`src/hdl/gpp_consts.svh`:
```
/*
  Address map, reset values and sizes of the general purpose port block.
  Assumes an 8-bit I/O register space with a 6-bit address.
*/
`ifndef GPP_CONSTS_SVH
`define GPP_CONSTS_SVH

`define GPP_ADDR_W 6
`define GPP_DATA_W 8
`define GPP_NUM_PORTS 2

// Port A registers
`define GPP_ADDR_SENSE_A 6'h00
`define GPP_ADDR_DIRECTION_A 6'h01
`define GPP_ADDR_OUTPUT_A 6'h02
`define GPP_ADDR_PULLUP_A 6'h03
// Port B registers
`define GPP_ADDR_SENSE_B 6'h04
`define GPP_ADDR_DIRECTION_B 6'h05
`define GPP_ADDR_OUTPUT_B 6'h06
`define GPP_ADDR_PULLUP_B 6'h07

`define GPP_RST_DIRECTION 8'h00
`define GPP_RST_OUTPUT 8'h00
`define GPP_RST_PULLUP 8'h00
`define GPP_RST_RDATA 8'h00
`define GPP_RST_SYNC 8'h00

// Port B pins with alternate input control
`define GPP_PIN_B1 1
`define GPP_PIN_B2 2

`endif

```
`src/hdl/gpp_pkg.sv`:
```
/*
  Types of the general purpose port block.
  Assumes gpp_consts.svh on the include path.
*/
`include "gpp_consts.svh"

package gpp_pkg;

  typedef logic [`GPP_DATA_W-1:0] gpp_byte_t;
  typedef logic [`GPP_ADDR_W-1:0] gpp_addr_t;

  // Register kind selected by an I/O address, one-hot
  typedef enum logic [4:0] {
    GPP_SEL_NONE = 5'b00001,
    GPP_SEL_SENSE = 5'b00010,
    GPP_SEL_DIRECTION = 5'b00100,
    GPP_SEL_OUTPUT = 5'b01000,
    GPP_SEL_PULLUP = 5'b10000
  } gpp_sel_t;

endpackage

```
`src/hdl/gpp_sync.sv`:
```
/*
  Two-stage synchroniser for the eight pin levels of one port.
  Assumes the single I/O clock and a synchronous active-low reset.
*/
`timescale 1ns/1ps
`default_nettype none
`include "gpp_consts.svh"

module gpp_sync (
  input wire logic clock,
  input wire logic rst_b,
  input wire gpp_pkg::gpp_byte_t level_in,
  output gpp_pkg::gpp_byte_t level_out
);
  import gpp_pkg::*;

  gpp_byte_t meta_q;
  gpp_byte_t stable_q;

  // ==========================================================
  // Two flops
  always_ff @(posedge clock) begin
    if (!rst_b) begin
      meta_q <= `GPP_RST_SYNC;
      stable_q <= `GPP_RST_SYNC;
    end else begin
      meta_q <= level_in;
      stable_q <= meta_q;
    end
  end

  assign level_out = stable_q;

endmodule

`default_nettype wire

```
`src/hdl/gpp_ports.sv`:
```
/*
  Two 8-bit general purpose ports with direction, output value, pull-up
  and input sense bits on the I/O register space.
  Assumes one I/O clock, synchronous pads split into in/out/enable, and a
  processor that gives at most one register access per cycle.
*/
`timescale 1ns/1ps
`default_nettype none
`include "gpp_consts.svh"

// How it works
// - Each pin has direction, output value, pull-up and sense bits.
// - Direction bit one makes the pin an output, zero an input.
// - Output pin drives high on value bit one, low on zero.
// - Input pin ignores value bit; pull-up follows only its enable bit.
// - Sense bit reads the pin level in any direction.
// - Writing one to a sense bit toggles the output value bit.
// - Pull-up enable bit set turns the pin pull-up on.
// - Strobes shared per port; clock and sleep shared by all ports.
// - Pin B1 input override from pin-change enable or analog disable.
// - Pin B2 input override likewise; other overrides stay inactive.
module gpp_ports (
  input wire logic clock,
  input wire logic rst_b,
  input wire gpp_pkg::gpp_addr_t io_addr,
  input wire logic io_wr,
  input wire logic io_rd,
  input wire gpp_pkg::gpp_byte_t io_wdata,
  output gpp_pkg::gpp_byte_t io_rdata,
  input wire logic sleep,
  input wire gpp_pkg::gpp_byte_t pad_a_in,
  output gpp_pkg::gpp_byte_t pad_a_out,
  output gpp_pkg::gpp_byte_t pad_a_oe,
  output gpp_pkg::gpp_byte_t pullup_a,
  input wire gpp_pkg::gpp_byte_t pad_b_in,
  output gpp_pkg::gpp_byte_t pad_b_out,
  output gpp_pkg::gpp_byte_t pad_b_oe,
  output gpp_pkg::gpp_byte_t pullup_b,
  input wire logic pin_change_enable_b1,
  input wire logic pin_change_enable_b2,
  input wire logic pin_change_group_enable,
  input wire logic analog_digital_disable_b1,
  input wire logic analog_digital_disable_b2,
  output gpp_pkg::gpp_byte_t alt_in_a,
  output gpp_pkg::gpp_byte_t alt_in_b
);
  import gpp_pkg::*;

  // ==========================================================
  // Address decode

  function automatic gpp_sel_t sel_of(input gpp_addr_t addr);
    unique case (addr)
      `GPP_ADDR_SENSE_A, `GPP_ADDR_SENSE_B: sel_of = GPP_SEL_SENSE;
      `GPP_ADDR_DIRECTION_A, `GPP_ADDR_DIRECTION_B:
        sel_of = GPP_SEL_DIRECTION;
      `GPP_ADDR_OUTPUT_A, `GPP_ADDR_OUTPUT_B: sel_of = GPP_SEL_OUTPUT;
      `GPP_ADDR_PULLUP_A, `GPP_ADDR_PULLUP_B: sel_of = GPP_SEL_PULLUP;
      default: sel_of = GPP_SEL_NONE;
    endcase
  endfunction

  // Port index of an address: 0 for port A, 1 for port B
  function automatic logic port_of(input gpp_addr_t addr);
    port_of = (addr >= `GPP_ADDR_SENSE_B);
  endfunction

  gpp_sel_t sel;
  logic port_idx;
  logic [`GPP_NUM_PORTS-1:0] write_strobe_shared;
  logic [`GPP_NUM_PORTS-1:0] read_strobe_shared;

  assign sel = sel_of(io_addr);
  assign port_idx = port_of(io_addr);

  // One write and one read strobe per port, common to its pins
  always_comb begin
    write_strobe_shared = '0;
    read_strobe_shared = '0;
    write_strobe_shared[port_idx] = io_wr && (sel != GPP_SEL_NONE);
    read_strobe_shared[port_idx] = io_rd && (sel != GPP_SEL_NONE);
  end

  // ==========================================================
  // Per-pin storage

  gpp_byte_t direction_q [`GPP_NUM_PORTS];
  gpp_byte_t output_value_q [`GPP_NUM_PORTS];
  gpp_byte_t pullup_q [`GPP_NUM_PORTS];

  // Direction bits
  always_ff @(posedge clock) begin
    if (!rst_b) begin
      for (int p = 0; p < `GPP_NUM_PORTS; p++) begin
        direction_q[p] <= `GPP_RST_DIRECTION;
      end
    end else begin
      for (int p = 0; p < `GPP_NUM_PORTS; p++) begin
        if (write_strobe_shared[p] && sel == GPP_SEL_DIRECTION) begin
          direction_q[p] <= io_wdata;
        end
      end
    end
  end

  // Output value bits, written directly or toggled through sense
  always_ff @(posedge clock) begin
    if (!rst_b) begin
      for (int p = 0; p < `GPP_NUM_PORTS; p++) begin
        output_value_q[p] <= `GPP_RST_OUTPUT;
      end
    end else begin
      for (int p = 0; p < `GPP_NUM_PORTS; p++) begin
        if (write_strobe_shared[p] && sel == GPP_SEL_OUTPUT) begin
          output_value_q[p] <= io_wdata;
        end else if (write_strobe_shared[p] && sel == GPP_SEL_SENSE) begin
          output_value_q[p] <= output_value_q[p] ^ io_wdata;
        end
      end
    end
  end

  // Pull-up enable bits
  always_ff @(posedge clock) begin
    if (!rst_b) begin
      for (int p = 0; p < `GPP_NUM_PORTS; p++) begin
        pullup_q[p] <= `GPP_RST_PULLUP;
      end
    end else begin
      for (int p = 0; p < `GPP_NUM_PORTS; p++) begin
        if (write_strobe_shared[p] && sel == GPP_SEL_PULLUP) begin
          pullup_q[p] <= io_wdata;
        end
      end
    end
  end

  // ==========================================================
  // Pad drive

  assign pad_a_oe = direction_q[0];
  assign pad_b_oe = direction_q[1];
  // Value only reaches the pin while its enable is high
  assign pad_a_out = output_value_q[0];
  assign pad_b_out = output_value_q[1];
  assign pullup_a = pullup_q[0];
  assign pullup_b = pullup_q[1];

  // ==========================================================
  // Digital input enable

  logic b1_change_term;
  logic b2_change_term;
  logic b1_override_en;
  logic b2_override_en;
  gpp_byte_t in_enable_a;
  gpp_byte_t in_enable_b;

  assign b1_change_term = pin_change_enable_b1 && pin_change_group_enable;
  assign b2_change_term = pin_change_enable_b2 && pin_change_group_enable;
  assign b1_override_en = b1_change_term || analog_digital_disable_b1;
  assign b2_override_en = b2_change_term ||
    analog_digital_disable_b2;

  // Sleep gates every input buffer unless an override holds it
  always_comb begin
    in_enable_a = {`GPP_DATA_W{!sleep}};
    in_enable_b = {`GPP_DATA_W{!sleep}};
    if (b1_override_en) begin
      in_enable_b[`GPP_PIN_B1] = b1_change_term;
    end
    if (b2_override_en) begin
      in_enable_b[`GPP_PIN_B2] = b2_change_term;
    end
  end

  // ==========================================================
  // Input synchronisation

  gpp_byte_t sense_a;
  gpp_byte_t sense_b;

  gpp_sync u_sync_a (
    .clock(clock),
    .rst_b(rst_b),
    .level_in(pad_a_in & in_enable_a),
    .level_out(sense_a)
  );

  gpp_sync u_sync_b (
    .clock(clock),
    .rst_b(rst_b),
    .level_in(pad_b_in & in_enable_b),
    .level_out(sense_b)
  );

  assign alt_in_a = sense_a;
  assign alt_in_b = sense_b;

  // ==========================================================
  // Read data

  gpp_byte_t rdata_d;
  gpp_byte_t rdata_q;

  always_comb begin
    rdata_d = rdata_q;
    if (read_strobe_shared[port_idx]) begin
      unique case (sel)
        GPP_SEL_SENSE: rdata_d = port_idx ? sense_b : sense_a;
        GPP_SEL_DIRECTION: rdata_d = direction_q[port_idx];
        GPP_SEL_OUTPUT: rdata_d = output_value_q[port_idx];
        GPP_SEL_PULLUP: rdata_d = pullup_q[port_idx];
        GPP_SEL_NONE: rdata_d = `GPP_RST_RDATA;
      endcase
    end else if (io_rd) begin
      rdata_d = `GPP_RST_RDATA;
    end
  end

  always_ff @(posedge clock) begin
    if (!rst_b) begin
      rdata_q <= `GPP_RST_RDATA;
    end else begin
      rdata_q <= rdata_d;
    end
  end

  assign io_rdata = rdata_q;

endmodule

`default_nettype wire

```
`config.mk`:
```
export PLATFORM = sky130hd
export DESIGN_NAME = gpp_ports
export DESIGN_NICKNAME = d
export VERILOG_FILES = /design/src/hdl/gpp_pkg.sv /design/src/hdl/gpp_sync.sv /design/src/hdl/gpp_ports.sv
export VERILOG_INCLUDE_DIRS = /design/src /design/src/hdl
export SDC_FILE = /design/constraint.sdc
export NUM_CORES = 1
export LEC_CHECK = 0
export ABC_AREA = 1
export ABC_CLOCK_PERIOD_IN_PS = 2650
export BUFFER_PORTS_ARGS = -buffer_cell sky130_fd_sc_hd__buf_2
export CORE_MARGIN = 5
export CORE_UTILIZATION = 45
export CTS_CLUSTER_SIZE = 14
export DETAILED_ROUTE_END_ITERATION = 16
export GPL_ROUTABILITY_DRIVEN = 0
export GPL_TIMING_DRIVEN = 0
export PLACE_DENSITY = 0.7
export SETUP_SLACK_MARGIN = 0.1
export SLEW_MARGIN = 20
export SYNTH_ARGS = -nofsm -noshare
export SYNTH_HDL_FRONTEND = slang
export SYNTH_SLANG_ARGS = --single-unit
export TNS_END_PERCENT = 5
```
`constraint.sdc`:
```
create_clock -name clock -period 2.65 [get_ports clock]
set_clock_uncertainty 0.15 [all_clocks]
set_input_delay 0.3975 -clock clock [delete_from_list [all_inputs] [get_ports clock]]
set_output_delay 0.3975 -clock clock [all_outputs]
set_load 0.01 [all_outputs]
```
==> results of run 1 <==
## worst max-delay path: stages
cell,delay [ns]
buf_2,0.11
nor2_4,0.25
nand2_4,0.17
nor2_4,0.26
inv_2,0.07
o21ai_1,0.61
## state kept, by name, indices dropped and copies added (netlist names)
register / flops
u_sync_b.meta_q: 8
io_rdata: 8
u_sync_a.level_out: 8
u_sync_b.level_out: 8
u_sync_a.meta_q: 8
pullup_q: 16
output_value_q: 16
direction_q: 16
## power breakdown
group	switching (mW)	total [mW]	internal, mW	leakage [nW]
clock	0.512	0.922	0.410	0.101
sequential	0.0278	1.51	1.49	0.792
combinational	0.172	0.262	0.0895	1.73
total	0.712	2.70	1.99	2.62
## path summary, 6_finish.rpt
kind              cells past startpoint            startpoint                    end  slack [ns]
setup / recovery                      6            io_addr[4]      direction_q[0][3]        0.62
hold / removal                        3           pad_a_in[1]     u_sync_a.meta_q[1]        0.09
hold reg to reg                       2    u_sync_b.meta_q[2]  u_sync_b.level_out[2]        0.26
setup reg to reg                      6  output_value_q[0][4]            io_rdata[4]        1.16
## synthesized netlist by cell type, types with 2 or more instances
cell type	count
nand3_2	3
o21ai_1	14
nor2_4	4
inv_1	92
edfxtp_1	48
nand3b_1	17
nand3_1	59
o31ai_2	2
buf_1	3
o21ai_0	13
nand2_1	116
nand2_2	2
inv_2	5
a21oi_1	10
nor2_1	62
buf_2	5
dfxtp_1	40
clkbuf_1	8
nor2_2	2
## routing by layer
| layer | wire [um] | vias up | track usage, % | part of all wire [%] |
|---|---|---|---|---|
| met5 | 0 | - | 0 | 0 |
| met4 | 274 | 0 | 8.42 | 2.4 |
| met3 | 989 | 21 | 4.23 | 8.8 |
| met2 | 5380 | 165 | 32.9 | 48 |
| met1 | 4580 | 1732 | 25.5 | 41 |
| li1 | - | 1851 | - | - |
## logic make-up (layout without fill, tap and decap cells)
family                 Yosys count  in the layout
AO/OA/AOI/OAI                   40             40
buffers and inverters          116            243
flip-flops                      88             88
AND/OR/NAND/NOR                268            268
## per-stage QoR
stage          util (%)  setup slack (ns)  power, mW  cells
6_report           55.2             0.619       2.70    750
5_1_grt            55.2             0.518       2.79    750
4_1_cts            55.2             0.341       2.71    750
3_5_place_dp       53.0           -0.0492       1.81    734
3_3_place_gp       53.0           -0.0744       1.80    734
2_1_floorplan         -             0.542       1.68    512
## final cells by class
cell class | instances | area, sq um
sequential | 88 | 2240
clock inverter | 6 | 47.5
inverter | 99 | 374
buffer | 17 | 73.8
tap | 111 | 139
fill | 898 | 4080
clock buffer | 10 | 149
multi-input combinational | 308 | 1450
timing repair buffer | 111 | 556
==> flow_summary.toml, run 1 <==
[status]
status = "complete, no violations"

[critical_path]
cp-end-kind = "flop"
path_max_fanout = 10
criticalPathCategory = "in2reg"
arrival_ns = 1.88
cp_data_required_time_ns = 2.50
cp-start-kind = "input pin"

[detailed_routing]
first_pass_iters = 5
wirelength_mm = 11.2
vias_per_cell = 5.03
vias = 3769
wire_per_inst_um = 15.0
drt_iter0_drc = 264
post-route-drc-count = 0
ant_nets = 0

[yosys]
post_synth_fa_ha_maj_area_fraction_pct = 0
ys_async_sr_fraction_pct = 0
synth-seq-cells = 88
syn_avg_cell_area_sq_um = 8.08
synth_top_area_share_pct = 34.8
ys_warn_count = 0
ys_types = 26
synth_edf_count = 48
synth_area_leaders = "edfxtp_1 (35%), dfxtp_1 (19%), nand2_1 (11%), inv_1 (8.3%), nand3_1 (7.1%)"
synth_seq_area_share_pct = 54.2
synth_compound_area_share_pct = 5.26
yosys.area_share.simple_pct = 29.7
synth_top_cell_by_area = "edfxtp_1"
syn_inst = 512
synthMuxAreaShare_pct = 0
yosys_most_used_dff = "edfxtp_1"
syn_nets = 552
mappedNetlistArea_sq_um = 4140
synth-xor-area-share_pct = 0
synth_top_family_by_area = "simple AND/OR/NAND/NOR gates"

[cts]
cts.htree.levels = 3
cts_buffer_depth = 2
holdBufCountCts = 0
post_cts_buffers = 0
cts_tree = "yes"
path_clk_slew_ns = 0.09
cts_buffers = 9
ctsResizeCount = 0
cts-root-buf = "clkbuf_8"
clk_latency_ns = 0.36
cts.sinks = 88

[timing]
hold_ws_ns = 0.0853
setup-violations-final = 0
finalHoldViolations = 0
slew_headroom_pct = 41.7
max_freq_mhz = 492
finalCritPeriodShare_pct = 76.6
rsz0062_at_grt = "no"
period_needed_ns = 2.03
setup_tns_ns = 0
worstMarginPinSlew_ns = 0.869
final-max-slew-violation-count = 0

[layout]
diodes = 0
area_delta_synth_final_pct = 21.5
final_area_sq_um = 5030
layout-drive-gt1-share_pct = 24.3
nets = 674
layout_common_cells = "nand2_1 (116), buf_2 (116), inv_1 (92), nor2_1 (62), nand3_1 (59)"

[power]
leakagePower_nw = 2.62
p_per_area_nw_per_um2 = 537
irDropWorstVdd_mv = 0.234

[placed_design]
portBuffers = 111
place_area_sq_um = 4830
dp_hpwl_mm = 8.64

[run]
max-cap-violations = 0

[floorplan]
core_area_sq_um = 9110
die_h_um = 106
die_w_um = 106
start_util_pct = 45.4
ios = 112
dieArea_sq_um = 11200
row_count = 35

[global_routing]
grt_pass1_wl_mm = 17.3
antenna_found_initial = 0
grt_pass1_vias = 3544
grt_usage_pct = 20.0
globalRoute.totalOverflow = 0
grt_max_degree = 17

[hold_path]
worstHoldPathType = "in2reg"
Power figures use the tool's default switching activity.
==> run 2, diff against run 1 <==
--- a/config.mk
+++ b/config.mk
@@ -6,8 +6,8 @@
 export SDC_FILE = /design/constraint.sdc
 export NUM_CORES = 1
 export LEC_CHECK = 0
-export ABC_AREA = 1
-export ABC_CLOCK_PERIOD_IN_PS = 2650
+export ABC_AREA = 0
+export ABC_CLOCK_PERIOD_IN_PS = 1710
 export BUFFER_PORTS_ARGS = -buffer_cell sky130_fd_sc_hd__buf_2
 export CORE_MARGIN = 5
 export CORE_UTILIZATION = 45
@@ -15,7 +15,7 @@
 export DETAILED_ROUTE_END_ITERATION = 16
 export GPL_ROUTABILITY_DRIVEN = 0
 export GPL_TIMING_DRIVEN = 0
-export PLACE_DENSITY = 0.7
+export PLACE_DENSITY = 0.73
 export SETUP_SLACK_MARGIN = 0.1
 export SLEW_MARGIN = 20
 export SYNTH_ARGS = -nofsm -noshare
==> constraint.sdc (replaced) <==
create_clock -name clock -period 1.71 [get_ports clock]
set_clock_uncertainty 0.15 [all_clocks]
set_input_delay 0.2565 -clock clock [delete_from_list [all_inputs] [get_ports clock]]
set_output_delay 0.2565 -clock clock [all_outputs]
set_load 0.01 [all_outputs]
==> flow_summary.toml, run 2 <==
[power]
power_mw = 4.27
power.share.clock_pct = 32.0
combPwrFrac_pct = 12.6
p_per_area_nw_per_um2 = 820
power.switching_mw = 1.10
swShare_pct = 25.9
seqPwrFrac_pct = 55.3
leakagePower_nw = 2.09
irDropWorstVdd_mv = 0.493
intPower_mw = 3.16

[floorplan]
row_count = 34
dieArea_sq_um = 10700
die_h_um = 104
ios = 112
start_util_pct = 45.6
die_w_um = 104
core_area_sq_um = 8640

[detailed_routing]
ant_nets = 0
drt_iter0_drc = 215
wirelength_mm = 11.4
vias = 3313
wire_per_inst_um = 19.5
vias_per_cell = 5.69
post-route-drc-count = 0
first_pass_iters = 5

[run]
max-cap-violations = 0

[yosys]
synth_top_area_share_pct = 36.6
synth_top_cell_by_area = "edfxtp_1"
mappedNetlistArea_sq_um = 3940
yosys_most_used_dff = "edfxtp_1"
ys_warn_count = 0
synth_edf_count = 48
synth_area_leaders = "edfxtp_1 (37%), dfxtp_1 (20%), mux2_2 (9.2%), and2_1 (7.3%), a32oi_1 (3.6%)"
yosysMostFrequentCell = "edfxtp_1"
synth-seq-cells = 88
ys_types = 35
synth_seq_area_share_pct = 57.0
synth_common_cells = "edfxtp_1 (48), and2_1 (46), dfxtp_1 (40)"
syn_inst = 331
syn_nets = 371
ys_async_sr_fraction_pct = 0
syn_avg_cell_area_sq_um = 11.9

[cts]
path_clk_slew_ns = 0.09
cts.htree.levels = 3
cts_buffer_depth = 2
cts.sinks = 88
clk_latency_ns = 0.35
cts-root-buf = "clkbuf_8"
cts_buffers = 9
cts_tree = "yes"

[critical_path]
cp-start-kind = "input pin"
r2r_slack_ns = 0.18
cp-end-kind = "flop"
slowest_stage = "or4b_4"
crit_top_cell = "buf_6"
cp_data_required_time_ns = 1.75
path_buf_inv = 3
path_max_fanout = 7
crit_chain = "buf_12, or4b_4, buf_6, buf_6, or4_1, a21oi_1"
arrival_ns = 1.76
cpLargestDelayFamily = "simple AND/OR/NAND/NOR gates"
critPathMaxStageDelay_ns = 0.53
criticalPathCategory = "in2reg"

[timing]
finalHoldViolations = 0
period_needed_ns = 1.72
final-max-slew-violation-count = 0
max_freq_mhz = 581
worstMarginPinSlew_ns = 0.820
rsz0062_at_grt = "yes"
finalCritPeriodShare_pct = 101
setup_tns_ns = -0.0122
finalWorstSetupSlack_ns = -0.0117
slew_headroom_pct = 45.4
hold_ws_ns = 0.0791
setup-violations-final = 2

[layout]
top_regs = "direction_q (16), output_value_q (16), pullup_q (16)"
area_delta_synth_final_pct = 32.2
nets = 510
final_cells = 582
layout-drive-gt1-share_pct = 40.5
diodes = 0
layout_common_cells = "buf_2 (106), edfxtp_1 (48), and2_1 (46), dfxtp_1 (40), mux2_2 (32)"
nFillCells = 724
layout_commonest_cell = "buf_2"

[status]
status = "finished with violations"
violations = "setup timing"

[placed_design]
place_inst = 546
pre_cts_slack_ns = -0.730
portBuffers = 107
dp_hpwl_mm = 8.19

[global_routing]
globalRoute.totalOverflow = 0
grt_pass1_wl_mm = 17.5
grt_pass1_vias = 3305
grt_max_degree = 16
antenna_found_initial = 0
grt_usage_pct = 20.5

[hold_path]
worstHoldPathType = "in2reg"
run 2: cell count changes after synthesis, sizes merged, moves of 16 or more:
cell and change:
nand2 -103, inv -90, nand3b -17, a32oi +16, and2 +46, mux2 +32, nand3 -36, nor2 -68
o21ai -20
run 2: power groups by stage:
| stage | sequential (mW) | clock, mW | combinational, mW |
|---|---|---|---|
| final | 2.36 | 1.37 | 0.540 |
| after detailed placement | 2.41 | 0 | 0.463 |
| after global placement | 2.40 | 0 | 0.456 |
| after global routing | 2.37 | 1.47 | 0.574 |
| after CTS | 2.36 | 1.38 | 0.528 |
| after floorplan | 2.43 | 0 | 0.216 |
run 2: logic make-up after synthesis:
| kind of cell | Yosys count | share of synthesized area (%) |
|---|---|---|
| muxes | 40 | 11.2 |
| xor gates and xnor gates | 1 | 0.223 |
| buffers and inverters | 33 | 3.85 |
| AOI/OAI and AO/OA | 55 | 10.3 |
| and+or+nand+nor | 114 | 17.5 |
| DFF | 88 | 57.0 |
run 2: cell type report:
type | count | area, sq um | share of cell area (%)
clock inverters | 5 | 33.8 | 0.649
plain buffers | 24 | 143 | 2.74
well taps | 108 | 135 | 2.60
repair buffers | 128 | 769 | 14.8
multi-input cells | 210 | 1700 | 32.6
clock buffers | 10 | 149 | 2.86
flip-flops and latches | 88 | 2240 | 43.1
inverters | 9 | 33.8 | 0.649
run 2: worst register-to-register path, cell delays in order (launching register included):
cell and delay, ns:
edfxtp_1 0.45, inv_1 0.12, or4_1 0.51, a21oi_1 0.15
run 2: layer usage:
layer	part of all wire, %	vias to the layer above	routed length, um	track usage (%)
met4	3.9	0	449	10.0
li1	-	1520	-	-
met3	6.7	30	759	4.17
met2	48	152	5490	33.2
met1	41	1611	4670	26.1
met5	0	-	0	0
run 2: timing repair:
action	CTS	global route
hold buffers	16	0
setup buffers	5	0
endpoints found under the hold margin	16	0
setup endpoints to repair	96	75
gates resized for setup	25	4
pin swaps	12	4
run 2: path summary, 6_finish.rpt:
kind / startpoint / endpoint / cells past startpoint
worst max-delay path: io_addr[3] / output_value_q[0][7] / 6
worst max register to register: output_value_q[0][6] / output_value_q[0][6] / 3
worst min-delay path: rst_b / io_rdata[0] / 3
worst min register to register: u_sync_b.meta_q[0] / u_sync_b.level_out[0] / 1
run 2: per-stage QoR:
stage	area, sq um	util, %
floorplan	3990	-
global placement	4660	54.0
detailed placement	4670	54.1
CTS	5180	59.9
global route	5200	60.2
finish	5200	60.2
==> run 3, diff against run 2 <==
--- a/config.mk
+++ b/config.mk
@@ -7,16 +7,15 @@
 export NUM_CORES = 1
 export LEC_CHECK = 0
 export ABC_AREA = 0
-export ABC_CLOCK_PERIOD_IN_PS = 1710
-export BUFFER_PORTS_ARGS = -buffer_cell sky130_fd_sc_hd__buf_2
+export ABC_CLOCK_PERIOD_IN_PS = 1950
 export CORE_MARGIN = 5
 export CORE_UTILIZATION = 45
 export CTS_CLUSTER_SIZE = 14
 export DETAILED_ROUTE_END_ITERATION = 16
+export DONT_BUFFER_PORTS = 1
 export GPL_ROUTABILITY_DRIVEN = 0
 export GPL_TIMING_DRIVEN = 0
-export PLACE_DENSITY = 0.73
-export SETUP_SLACK_MARGIN = 0.1
+export SETUP_SLACK_MARGIN = 0.05
 export SLEW_MARGIN = 20
 export SYNTH_ARGS = -nofsm -noshare
 export SYNTH_HDL_FRONTEND = slang
==> constraint.sdc (replaced) <==
create_clock -name clock -period 1.95 [get_ports clock]
set_clock_uncertainty 0.15 [all_clocks]
set_input_delay 0.2925 -clock clock [delete_from_list [all_inputs] [get_ports clock]]
set_output_delay 0.2925 -clock clock [all_outputs]
set_load 0.01 [all_outputs]
==> flow_summary.toml, run 3 (synthesized netlist as in run 2, its figures left out) <==
[cts]
post_cts_buffers = 0
cts-root-buf = "clkbuf_8"
clk_latency_ns = 0.36
cts_buffer_depth = 2
cts_tree = "yes"
cts.sinks = 88
cts.htree.levels = 3
path_clk_slew_ns = 0.10
cts_buffers = 9

[detailed_routing]
wire_per_inst_um = 23.6
wirelength_mm = 11.3
vias_per_cell = 5.97
post-route-drc-count = 0
vias = 2860
first_pass_iters = 5
drt_iter0_drc = 257
ant_nets = 0

[floorplan]
dieArea_sq_um = 10700
ios = 112
die_h_um = 104
core_area_sq_um = 8640
start_util_pct = 45.6
row_count = 34
die_w_um = 104

[critical_path]
r2r_slack_ns = 0.38
arrival_ns = 1.70
path_max_fanout = 10
critPathMaxStageDelay_ns = 0.53
crit_chain = "buf_2, nor4b_4, nand2_1, o21ai_2"
slowest_stage = "nor4b_4"
criticalPathCategory = "in2reg"
cp-start-kind = "input pin"
cp_data_required_time_ns = 1.80
r2r_start = "output_value_q[0][6]"
critPathLaunch = "io_addr[1]"
cp-end-kind = "flop"

[layout]
final_core_util_pct = 53.0
nFillCells = 785
diodes = 0
layout_common_cells = "edfxtp_1 (48), and2_1 (46), dfxtp_1 (40), mux2_2 (32), nand3_1 (26)"
final_cells = 479
top_regs = "direction_q (16), output_value_q (16), pullup_q (16)"
area_delta_synth_final_pct = 16.2
layout-drive-gt1-share_pct = 18.6
layout_commonest_cell = "edfxtp_1"
nets = 406

[power]
power.share.clock_pct = 34.3
power.switching_mw = 1.01
intPower_mw = 2.67
irDropWorstVdd_mv = 0.444
leakagePower_nw = 1.59
p_per_area_nw_per_um2 = 804
swShare_pct = 27.5
seqPwrFrac_pct = 57.6
combPwrFrac_pct = 8.1

[timing]
rsz0062_at_grt = "yes"
final-max-slew-violation-count = 0
finalCritPeriodShare_pct = 95.1
max_freq_mhz = 539
worstMarginPinSlew_ns = 0.802
setup_tns_ns = 0
finalHoldViolations = 0
period_needed_ns = 1.85
setup-violations-final = 0
slew_headroom_pct = 46.4

[run]
max-cap-violations = 0

[global_routing]
grt_max_degree = 19
globalRoute.totalOverflow = 0
antenna_found_initial = 0
grt_pass1_vias = 2778
grt_pass1_wl_mm = 16.9
grt_usage_pct = 20.5

[status]
status = "complete, no violations"

[placed_design]
place_inst = 439
dp_hpwl_mm = 7.91
portBuffers = 0

[hold_path]
hp-start = "io_wdata[3]"
worstHoldPathType = "in2reg"
## run 3: critical path, delay by kind of cell
kind | cells | cell delay (ns)
buf+inv | 1 | 0.20
simple gates | 2 | 0.72
compound gates | 1 | 0.48
## run 3: stage by stage
| step | power (mW) | setup slack, ns | instance area [sq um] | hold slack, ns |
|---|---|---|---|---|
| after global routing | 3.81 | -0.00316 | 4570 | 0.00326 |
| after global placement | 2.40 | -0.534 | 4080 | 0.265 |
| after CTS | 3.69 | -0.0596 | 4560 | 0.000244 |
| final | 3.68 | 0.0950 | 4570 | 0.00601 |
| after detailed placement | 2.40 | -0.629 | 4090 | 0.267 |
| after floorplan | 2.31 | -0.0774 | 3950 | 0.262 |
## run 3: repair_timing
item	in CTS	in global routing
hold buffers	24	0
resized for setup	7	4
hold endpoints to repair	35	0
gates cloned	0	0
endpoints found under the setup margin	36	56
pin swaps	0	0
## run 3: path summary, 6_finish.rpt
kind         cells past startpoint               endpoint
max                              4         pullup_q[0][2]
min                              1      direction_q[1][3]
max reg2reg                      3   output_value_q[0][6]
min reg2reg                      1  u_sync_b.level_out[0]
## run 3: cell type report
cell class / count / area (sq um) / area share, %
sequential: 88 / 2240 / 49.0
multi-input combinational: 210 / 1610 / 35.2
timing repair buffer: 24 / 240 / 5.25
tap: 108 / 135 / 2.95
clock buffer: 9 / 124 / 2.71
buffer: 24 / 119 / 2.60
clock inverter: 7 / 68.8 / 1.50
inverter: 9 / 33.8 / 0.739
## run 3: metal layers
metal  global-route usage, %  routed length (um)  up-vias
met3                    6.97                1140       15
met5                       0                   0        -
met2                    31.2                5220      131
met1                    28.2                4830     1402
met4                    5.06                 120        0
li1                        -                   -     1312
## run 3: power groups by stage
stage,sequential [mW],clock (mW),combinational [mW]
4_1_cts,2.12,1.27,0.297
3_3_place_gp,2.16,0,0.239
5_1_grt,2.13,1.36,0.322
6_report,2.12,1.26,0.299
3_5_place_dp,2.16,0,0.244
2_1_floorplan,2.13,0,0.181
